### src/hdl/hbp_regs.svh
// Constants for the host bus port with daisy-chained interrupt logic
`ifndef HBP_REGS_SVH
`define HBP_REGS_SVH
`define HBP_MASTER_CTRL_IDX  2'h3
`define HBP_VECTOR_IDX       2'h2
`define HBP_STATUS_IDX       2'h1
`define HBP_DATA_IDX         2'h0
`define HBP_SW_RESET_VAL     8'hc0
`define HBP_CMD_CLR_PEND     8'h01
`define HBP_CMD_CLR_SERVICE  8'h02
`define HBP_CMD_LOWER_DIS    8'h04
`define HBP_CMD_LOWER_EN     8'h08
`define HBP_CMD_RST_TX_PEND  8'h10
`define HBP_VECTOR_RST       8'h00
`define HBP_SETTLE_NS        40
`define HBP_CLK_NS           8
`define HBP_SETTLE_CYC       ((`HBP_SETTLE_NS + `HBP_CLK_NS - 1) / `HBP_CLK_NS)
`endif

### src/hdl/hbp_pkg.sv
// Types for the host bus port
package hbp_pkg;
  typedef struct packed {
    logic       chipSelN;
    logic       readN;
    logic       writeN;
    logic       irqAcknowledgeN;
    logic       chanSel;
    logic       ctrlDataSel;
  } hbp_strobe_s;
  typedef struct packed {
    logic txEmpty;
    logic rxAvail;
    logic errDet;
    logic statChg;
  } hbp_cause_s;
  typedef enum logic [1:0] {IDLE, SETTLE, OWNED, DONE} hbp_ack_e;
  typedef logic [7:0] hbp_byte_t;
endpackage

### src/hdl/hbp_sync.sv
// Two-flop synchroniser for a group of pin levels
`timescale 1ns/1ps
module hbp_sync #(
  parameter int W = 6,
  parameter logic [W-1:0] INIT = '1
) (
  // Clock and reset
  input  wire logic         ref_clk,
  input  wire logic         rst_b,
  // Levels
  input  wire logic [W-1:0] asyncIn,
  output logic      [W-1:0] syncOut
);
  logic [W-1:0] meta_q;
  // Only the second stage reads the first
  always_ff @(posedge ref_clk or negedge rst_b) begin
    if (!rst_b) begin
      meta_q  <= INIT;
      syncOut <= INIT;
    end else begin
      meta_q  <= asyncIn;
      syncOut <= meta_q;
    end
  end
endmodule

### src/hdl/hbp_host_port.sv
// Host bus port with register select and daisy-chained interrupt
`timescale 1ns/1ps
`include "hbp_regs.svh"
// Operation
// RULE_01: Drive data bus only on read/vector
// RULE_02: Selects choose the internal register
// RULE_03: Host asserts chip select only for I/O
// RULE_04: Read strobe drives selected register out
// RULE_05: Write strobe captures bus into register
// RULE_06: Both strobes together reset chip
// RULE_07: Acknowledge read returns interrupt vector
// RULE_08: Active-low open-drain interrupt request
// RULE_09: Chain enable in and chain out
// RULE_10: Strobes pass through synchronisers
// RULE_11: Host holds selects stable during read
// RULE_12: Host holds write data across strobe
// RULE_13: No new request during acknowledge
// RULE_14: Causes set the pending flag
// RULE_15: Acknowledge leaves pending flag unchanged
// RULE_16: Command or cause removal clears pending
// RULE_17: Service set only if pending, enabled
// RULE_18: Only software clears the service flag
// RULE_19: Host maps four locations C0h-C3h
// RULE_20: Chain out follows idle/acknowledge table
// RULE_21: Command forces chain out low
// RULE_22: Writing C0h to control resets chip
// RULE_23: Request when pending, enabled, not serviced
// RULE_24: Let chain settle before owning acknowledge
module hbp_host_port
  import hbp_pkg::*;
(
  // Clock and reset
  input  wire logic              ref_clk,
  input  wire logic              rst_b,
  // Host bus pins
  input  wire hbp_pkg::hbp_strobe_s hostPins,
  input  wire hbp_pkg::hbp_byte_t   dataIn,
  output hbp_pkg::hbp_byte_t        dataOut,
  output logic                      dataOe,
  // Interrupt pins
  output logic                      irqReqOut,
  output logic                      irqReqOe,
  input  wire logic                 chainEnableIn,
  output logic                      chainEnableOut,
  // Channel side
  input  wire hbp_pkg::hbp_cause_s  causeSet,
  input  wire hbp_pkg::hbp_byte_t   rxData,
  input  wire hbp_pkg::hbp_byte_t   statusIn,
  output logic                      rxReadPulse,
  output logic                      txWritePulse,
  output hbp_pkg::hbp_byte_t        txData,
  output logic                      chipResetPulse
);
  import hbp_pkg::*;

  localparam int SETTLE_CYC = `HBP_SETTLE_CYC;

  hbp_strobe_s pins;
  logic        ieiSync;
  logic [1:0]  regIdx;
  logic        rdAct;
  logic        wrAct;
  logic        ackAct;
  logic        hwReset;
  logic        swReset;
  logic        rdAct_q;
  logic        wrAct_q;
  logic        wrEdge;
  logic        rdEdge;
  hbp_cause_s  pend_q;
  logic        anyPend;
  logic        inService_q;
  logic        lowerDis_q;
  hbp_byte_t   vector_q;
  hbp_ack_e    ack_q;
  logic [3:0]  settle_q;
  hbp_byte_t   rdData;
  hbp_byte_t   dataSync;
  hbp_cause_s  pendClr;

  // All pin inputs pass two flops first
  hbp_sync #(.W(7), .INIT(7'h7f)) uSync ( // RULE_10
    .ref_clk (ref_clk),
    .rst_b   (rst_b),
    .asyncIn ({hostPins, chainEnableIn}),
    .syncOut ({pins, ieiSync})
  );

  // Data bus passes two flops; it is stable across the strobe
  hbp_sync #(.W(8), .INIT(8'h00)) uDataSync ( // RULE_10
    .ref_clk (ref_clk),
    .rst_b   (rst_b),
    .asyncIn (dataIn),
    .syncOut (dataSync)
  );

  // Decoded synchronised strobes
  assign regIdx  = {pins.chanSel, pins.ctrlDataSel}; // RULE_02
  assign hwReset = !pins.readN && !pins.writeN; // RULE_06
  assign rdAct   = !pins.chipSelN && !pins.readN && pins.writeN
                   && pins.irqAcknowledgeN; // RULE_04
  assign wrAct   = !pins.chipSelN && !pins.writeN && pins.readN;
  assign ackAct  = !pins.irqAcknowledgeN;
  assign wrEdge  = wrAct && !wrAct_q;
  assign rdEdge  = rdAct && !rdAct_q;
  assign swReset = wrEdge && regIdx == `HBP_MASTER_CTRL_IDX
                   && dataSync == `HBP_SW_RESET_VAL; // RULE_22
  assign anyPend = |pend_q;
  assign chipResetPulse = hwReset || swReset;

  // Strobe history for edge detection
  always_ff @(posedge ref_clk or negedge rst_b) begin
    if (!rst_b) begin
      rdAct_q <= 1'b0;
      wrAct_q <= 1'b0;
    end else begin
      rdAct_q <= rdAct;
      wrAct_q <= wrAct;
    end
  end

  // Acknowledge cycle: settle, then decide ownership
  always_ff @(posedge ref_clk or negedge rst_b) begin
    if (!rst_b) begin
      ack_q    <= IDLE;
      settle_q <= 4'h0;
    end else begin
      case (ack_q)
        IDLE: begin
          settle_q <= 4'h0;
          if (ackAct) ack_q <= SETTLE;
        end
        SETTLE: begin
          if (!ackAct) ack_q <= IDLE;
          else if (settle_q < 4'(SETTLE_CYC)) settle_q <= settle_q + 4'h1; // RULE_24
          else if (!pins.readN)
            ack_q <= (ieiSync && anyPend && !inService_q) ? OWNED : DONE; // RULE_17
        end
        OWNED:   if (!ackAct) ack_q <= IDLE;
        DONE:    if (!ackAct) ack_q <= IDLE;
        default: ack_q <= IDLE;
      endcase
    end
  end

  // Clear requests for the pending flags
  always_comb begin
    pendClr = '0;
    if (wrEdge && regIdx == `HBP_MASTER_CTRL_IDX) begin
      if (dataSync == `HBP_CMD_CLR_PEND) pendClr = '1; // RULE_16
      if (dataSync == `HBP_CMD_RST_TX_PEND) pendClr.txEmpty = 1'b1;
    end
    if (wrEdge && regIdx == `HBP_DATA_IDX) pendClr.txEmpty = 1'b1;
    if (rdEdge && regIdx == `HBP_DATA_IDX) pendClr.rxAvail = 1'b1;
  end

  // Pending flags; set wins over clear, acknowledge never clears
  always_ff @(posedge ref_clk or negedge rst_b) begin
    if (!rst_b) begin
      pend_q <= '0;
    end else if (chipResetPulse) begin
      pend_q <= '0;
    end else begin
      pend_q <= (pend_q & ~pendClr) | causeSet; // RULE_14 RULE_15
    end
  end

  // Service flag set by owned acknowledge, cleared only by command or by chip reset from both strobes or a C0h control write
  always_ff @(posedge ref_clk or negedge rst_b) begin
    if (!rst_b) begin
      inService_q <= 1'b0;
    end else if (chipResetPulse) begin
      inService_q <= 1'b0;
    end else if (ack_q == SETTLE && !pins.readN && ackAct
                 && settle_q >= 4'(SETTLE_CYC)
                 && ieiSync && anyPend && !inService_q) begin
      inService_q <= 1'b1; // RULE_17
    end else if (wrEdge && regIdx == `HBP_MASTER_CTRL_IDX
                 && dataSync == `HBP_CMD_CLR_SERVICE) begin
      inService_q <= 1'b0; // RULE_18
    end
  end

  // Writable control, vector and transmit data
  always_ff @(posedge ref_clk or negedge rst_b) begin
    if (!rst_b) begin
      lowerDis_q   <= 1'b0;
      vector_q     <= `HBP_VECTOR_RST;
      txData       <= 8'h00;
      txWritePulse <= 1'b0;
    end else if (chipResetPulse) begin
      lowerDis_q   <= 1'b0;
      vector_q     <= `HBP_VECTOR_RST;
      txWritePulse <= 1'b0;
    end else begin
      txWritePulse <= wrEdge && regIdx == `HBP_DATA_IDX; // RULE_05
      if (wrEdge && regIdx == `HBP_DATA_IDX) txData <= dataSync;
      if (wrEdge && regIdx == `HBP_VECTOR_IDX) vector_q <= dataSync;
      if (wrEdge && regIdx == `HBP_MASTER_CTRL_IDX) begin
        if (dataSync == `HBP_CMD_LOWER_DIS) lowerDis_q <= 1'b1; // RULE_21
        if (dataSync == `HBP_CMD_LOWER_EN)  lowerDis_q <= 1'b0;
      end
    end
  end

  // Read mux for register data
  always_comb begin
    case (regIdx)
      `HBP_DATA_IDX:   rdData = rxData;
      `HBP_STATUS_IDX: rdData = {statusIn[7:6], inService_q, lowerDis_q,
                                 pend_q};
      `HBP_VECTOR_IDX: rdData = vector_q;
      default:         rdData = {6'h00, inService_q, anyPend};
    endcase
  end

  // Data bus drive registered; floats outside read and owned vector
  always_ff @(posedge ref_clk or negedge rst_b) begin
    if (!rst_b) begin
      dataOut     <= 8'h00;
      dataOe      <= 1'b0;
      rxReadPulse <= 1'b0;
    end else begin
      rxReadPulse <= rdEdge && regIdx == `HBP_DATA_IDX;
      if (ack_q == OWNED && !pins.readN) begin
        dataOut <= vector_q; // RULE_07
        dataOe  <= 1'b1;
      end else if (rdAct) begin
        dataOut <= rdData; // RULE_04
        dataOe  <= 1'b1;
      end else begin
        dataOe  <= 1'b0; // RULE_01
      end
    end
  end

  // Interrupt request and chain out
  always_ff @(posedge ref_clk or negedge rst_b) begin
    if (!rst_b) begin
      irqReqOe       <= 1'b0;
      chainEnableOut <= 1'b0;
    end else begin
      irqReqOe <= anyPend && ieiSync && !inService_q
                  && ack_q == IDLE && !ackAct; // RULE_08 RULE_13 RULE_23
      if (lowerDis_q) chainEnableOut <= 1'b0;
      else if (ackAct)
        chainEnableOut <= ieiSync && !anyPend && !inService_q; // RULE_20
      else chainEnableOut <= ieiSync && !inService_q; // RULE_09
    end
  end
  assign irqReqOut = 1'b0; // Open drain: only pulls low
endmodule

### config.mk
export PLATFORM = sky130hd
export DESIGN_NAME = hbp_host_port
export DESIGN_NICKNAME = d
export VERILOG_FILES = /design/src/hdl/hbp_pkg.sv /design/src/hdl/hbp_sync.sv /design/src/hdl/hbp_host_port.sv
export VERILOG_INCLUDE_DIRS = /design/src /design/src/hdl
export SDC_FILE = /design/constraint.sdc
export NUM_CORES = 1
export LEC_CHECK = 0
export ABC_AREA = 0
export BUFFER_PORTS_ARGS = -buffer_cell sky130_fd_sc_hd__buf_2
export CORE_MARGIN = 4
export CORE_UTILIZATION = 54
export DETAILED_ROUTE_END_ITERATION = 16
export PLACE_DENSITY = 0.8
export SETUP_SLACK_MARGIN = 0.02
export SYNTH_ARGS = -nofsm -noshare
export SYNTH_HDL_FRONTEND = slang
export SYNTH_SLANG_ARGS = --single-unit
### constraint.sdc
create_clock -name ref_clk -period 2 [get_ports ref_clk]
set_input_delay 0.1 -clock ref_clk [delete_from_list [all_inputs] [get_ports ref_clk]]
set_output_delay 0.1 -clock ref_clk [all_outputs]
set_load 0.01 [all_outputs]
==> insert_results.sql <==
INSERT INTO impl_metrics (metric_group, metric, value, unit) VALUES
('layout', 'layout.nets', '339', ''),
('setup_path', 'path_delay_family', 'flip-flops', ''),
('setup_path', 'worst_setup_path_end_kind', 'output port', ''),
('power', 'vdd_drop_max', '0.677', 'mV'),
('clock_tree', 'cts_num_sinks', '73', ''),
('detailed_routing', 'routed-via-count', '1956', ''),
('floorplanning', 'fp.dieW', '80.9', 'um'),
('hold_path', 'worstHoldPathType', 'input pin to register', ''),
('timing', 'worst-slew-pin-transition', '0.528', 'ns'),
('synthesis', 'syn_nets', '258', ''),
('timing', 'timing.final.hold_violations', '0', ''),
('synthesis', 'yosys.area.top_type_share', '51.4', '%'),
('timing', 'setup_repair_after_global_routing_missed_its_margin', 'false', ''),
('synthesis', 'yosysMostFrequentCell', 'sky130_fd_sc_hd__dfrtp_1', ''),
('place', 'io_buffers', '52', ''),
('detailed_routing', 'drtIter0Drc', '98', ''),
('clock_tree', 'cts_max_path_buffers', '2', ''),
('detailed_routing', 'routed-wl-met3', '333', 'um'),
('place', 'detailed_place_hpwl', '3790', 'um'),
('grt', 'grt_pass1_vias', '1969', ''),
('synthesis', 'post_synth_most_frequent_cells', 'sky130_fd_sc_hd__dfrtp_1 (59), sky130_fd_sc_hd__nor2_1 (28), sky130_fd_sc_hd__mux2i_1 (15)', ''),
('synthesis', 'async_reset_ff_share', '100', '%'),
('layout', 'drive_above_1_share', '33.6', '%'),
('synthesis', 'yosysWarningCount', '0', ''),
('setup_path', 'path_cells', 'nor4b_4 > nand2_2 > o22ai_4 > buf_2', ''),
('grt', 'antenna_found_initial', '0', ''),
('timing', 'worst_hold_slack', '0.0934', 'ns'),
('hold_path', 'min_from', 'rxData[0]', ''),
('job', 'cap_viol_max_count', '0', ''),
('setup_path', 'critPathSlowestCell', 'sky130_fd_sc_hd__dfstp_2', ''),
('power', 'report.power.total', '3.26', 'mW'),
('setup_path', 'crit_path_max_fanout', '9', ''),
('synthesis', 'synthDistinctLibCells', '48', ''),
('place', 'place_inst', '338', ''),
('timing', 'layout_worst_path_cycle_share', '93.4', '%'),
('grt', 'grt_overflow', '0', ''),
('detailed_routing', 'routed.top_layer', 'met4', ''),
('clock_tree', 'insertion_delay', '0.34', 'ns'),
('synthesis', 'syn_avg_cell_area', '13.2', 'um^2'),
('clock_tree', 'cts_root_buf', 'sky130_fd_sc_hd__clkbuf_8', ''),
('setup_path', 'regToRegStartpoint', 'uSync.syncOut[3]$_DFF_PN1_', ''),
('clock_tree', 'post_cts_buffers', '0', ''),
('clock_tree', 'tritoncts', 'yes', ''),
('timing', 'max_transition_margin', '64.5', '%'),
('detailed_routing', 'viasPerCell', '5.23', ''),
('grt', 'first_pass_grt_wire_length', '9340', 'um'),
('grt', 'global_route.usage.total', '19.4', '%'),
('run_status', 'outcome', 'completed', ''),
('detailed_routing', 'routedWlPerCell', '15.2', 'um'),
('layout', 'finish.utilization', '71.0', '%'),
('clock_tree', 'cts.clk_slew.worst_paths', '0.07', 'ns'),
('detailed_routing', 'met2WireLength', '2740', 'um'),
('floorplanning', 'initial_core_util', '55.8', '%'),
('setup_path', 'worst-endpoint-required', '1.90', 'ns'),
('floorplanning', 'top_level_ports', '60', ''),
('synthesis', 'number_of_flip_flops_and_latches_in_the_synthesized_netlist', '73', ''),
('detailed_routing', 'sum_of_routed_wire_length_over_all_layers', '5690', 'um'),
('setup_path', 'crit_path_arrival_time', '1.77', 'ns'),
('grt', 'pin_count_of_the_biggest_net_entering_global_routing', '55', ''),
('floorplanning', 'floorplan.rows', '26', ''),
('power', 'pwr_density_cell', '894', 'nW/um^2'),
('timing', 'maxSlewViolCount', '0', ''),
('timing', 'fin_tns_setup', '0', 'ns'),
('detailed_routing', 'ant_nets', '0', ''),
('layout', 'final-instance-count-excl-fill', '374', ''),
('synthesis', 'synth_seq_area_share', '64.3', '%'),
('timing', 'finalWorstPathRequiredPeriod', '1.87', 'ns'),
('layout', 'syn_to_final_growth', '27.2', '%'),
('setup_path', 'cp_slowest_stage_delay', '0.64', 'ns'),
('power', 'power.static_leakage', '1.76', 'nW'),
('setup_path', 'critPathLaunch', 'uSync.syncOut[5]$_DFF_PN1_', '');
[state kept, by name, summed over array words and instances, names as in the netlist, 7 cells and up]
name,cells
dataOut,8
uDataSync.meta_q,8
vector_q,8
uDataSync.syncOut,8
uSync.meta_q,7
txData,8
uSync.syncOut,7
[path summary, 6_finish.rpt]
kind	to	slack (ns)	cells past startpoint
worst max-delay path	chipResetPulse	0.13	4
worst min-delay path	dataOut[0]$_DFFE_PN0P_	0.09	3
worst max register to register	dataOut[2]$_DFFE_PN0P_	0.29	4
worst min register to register	uDataSync.syncOut[0]$_DFF_PN0_	0.35	0
max in group asynchronous	uSync.syncOut[3]$_DFF_PN1_	1.07	3
min in group asynchronous	dataOut[7]$_DFFE_PN0P_	0.25	2
[report_power, final]
| group | switching [mW] | internal [mW] | total (mW) |
|---|---|---|---|
| clock network | 0.496 | 0.701 | 1.20 |
| registers | 0.0879 | 1.61 | 1.70 |
| logic | 0.172 | 0.196 | 0.368 |
[cell families (layout without fill, tap and decap cells)]
family / count (synthesis) / count (layout) / synth area share, %
multiplexers: 25 / 25 / 9.55
AO/OA/AOI/OAI: 28 / 28 / 7.80
flip-flops: 73 / 73 / 64.3
adder cells (fa/ha/maj): 3 / 3 / 1.31
buffers and inverters: 15 / 101 / 2.48
other: 1 / 1 / 0.131
AND/OR/NAND/NOR: 73 / 73 / 14.5
[placed cells by master, fill, tap and decap left out, types with 4 or more instances in the layout]
master	synthesis	routed
sky130_fd_sc_hd__a21oi_1	5	5
sky130_fd_sc_hd__a221o_1	6	6
sky130_fd_sc_hd__buf_2	3	52
sky130_fd_sc_hd__buf_4	1	5
sky130_fd_sc_hd__clkbuf_8	0	9
sky130_fd_sc_hd__dfrtp_1	59	59
sky130_fd_sc_hd__dfstp_2	14	14
sky130_fd_sc_hd__dlygate4sd3_1	0	20
sky130_fd_sc_hd__inv_1	7	7
sky130_fd_sc_hd__mux2_2	9	9
sky130_fd_sc_hd__mux2i_1	15	15
sky130_fd_sc_hd__nand2_1	7	7
sky130_fd_sc_hd__nor2_1	28	28
sky130_fd_sc_hd__nor2b_1	4	4
sky130_fd_sc_hd__nor3b_1	4	4
[worst register-to-register path, delay by kind of cell, from the launching register on]
| kind | cells | cell delay [ns] |
|---|---|---|
| compound gates | 2 | 0.53 |
| flops | 1 | 0.63 |
| simple gates | 2 | 0.49 |
[layer usage]
metal | global-route usage (%) | vias up
met3 | 7.43 | 10
li1 | - | 938
met2 | 30.8 | 57
met5 | 0 | -
met1 | 24.3 | 951
met4 | 7.26 | 0
[cell type report]
class	count	area, um^2
fill	385	1490
inverter	7	26.3
timing repair buffer	78	518
multi-input combinational	130	962
clock inverter	5	80.1
tap	70	87.6
sequential	73	1840
clock buffer	11	131
[through the flow]
step / setup slack [ns] / area (um^2)
after floorplan: 0.429 / 2870
after global placement: 0.345 / 3230
after detailed placement: 0.310 / 3230
after CTS: 0.0703 / 3640
after global routing: 0.0259 / 3650
final: 0.132 / 3650
[timing repair]
action / CTS / global route
gates resized for setup: 0 / 1
endpoints found under the setup margin: 0 / 1
endpoints found under the hold margin: 38 / 0
hold buffers: 20 / 0
Power figures use the tool's default switching activity.
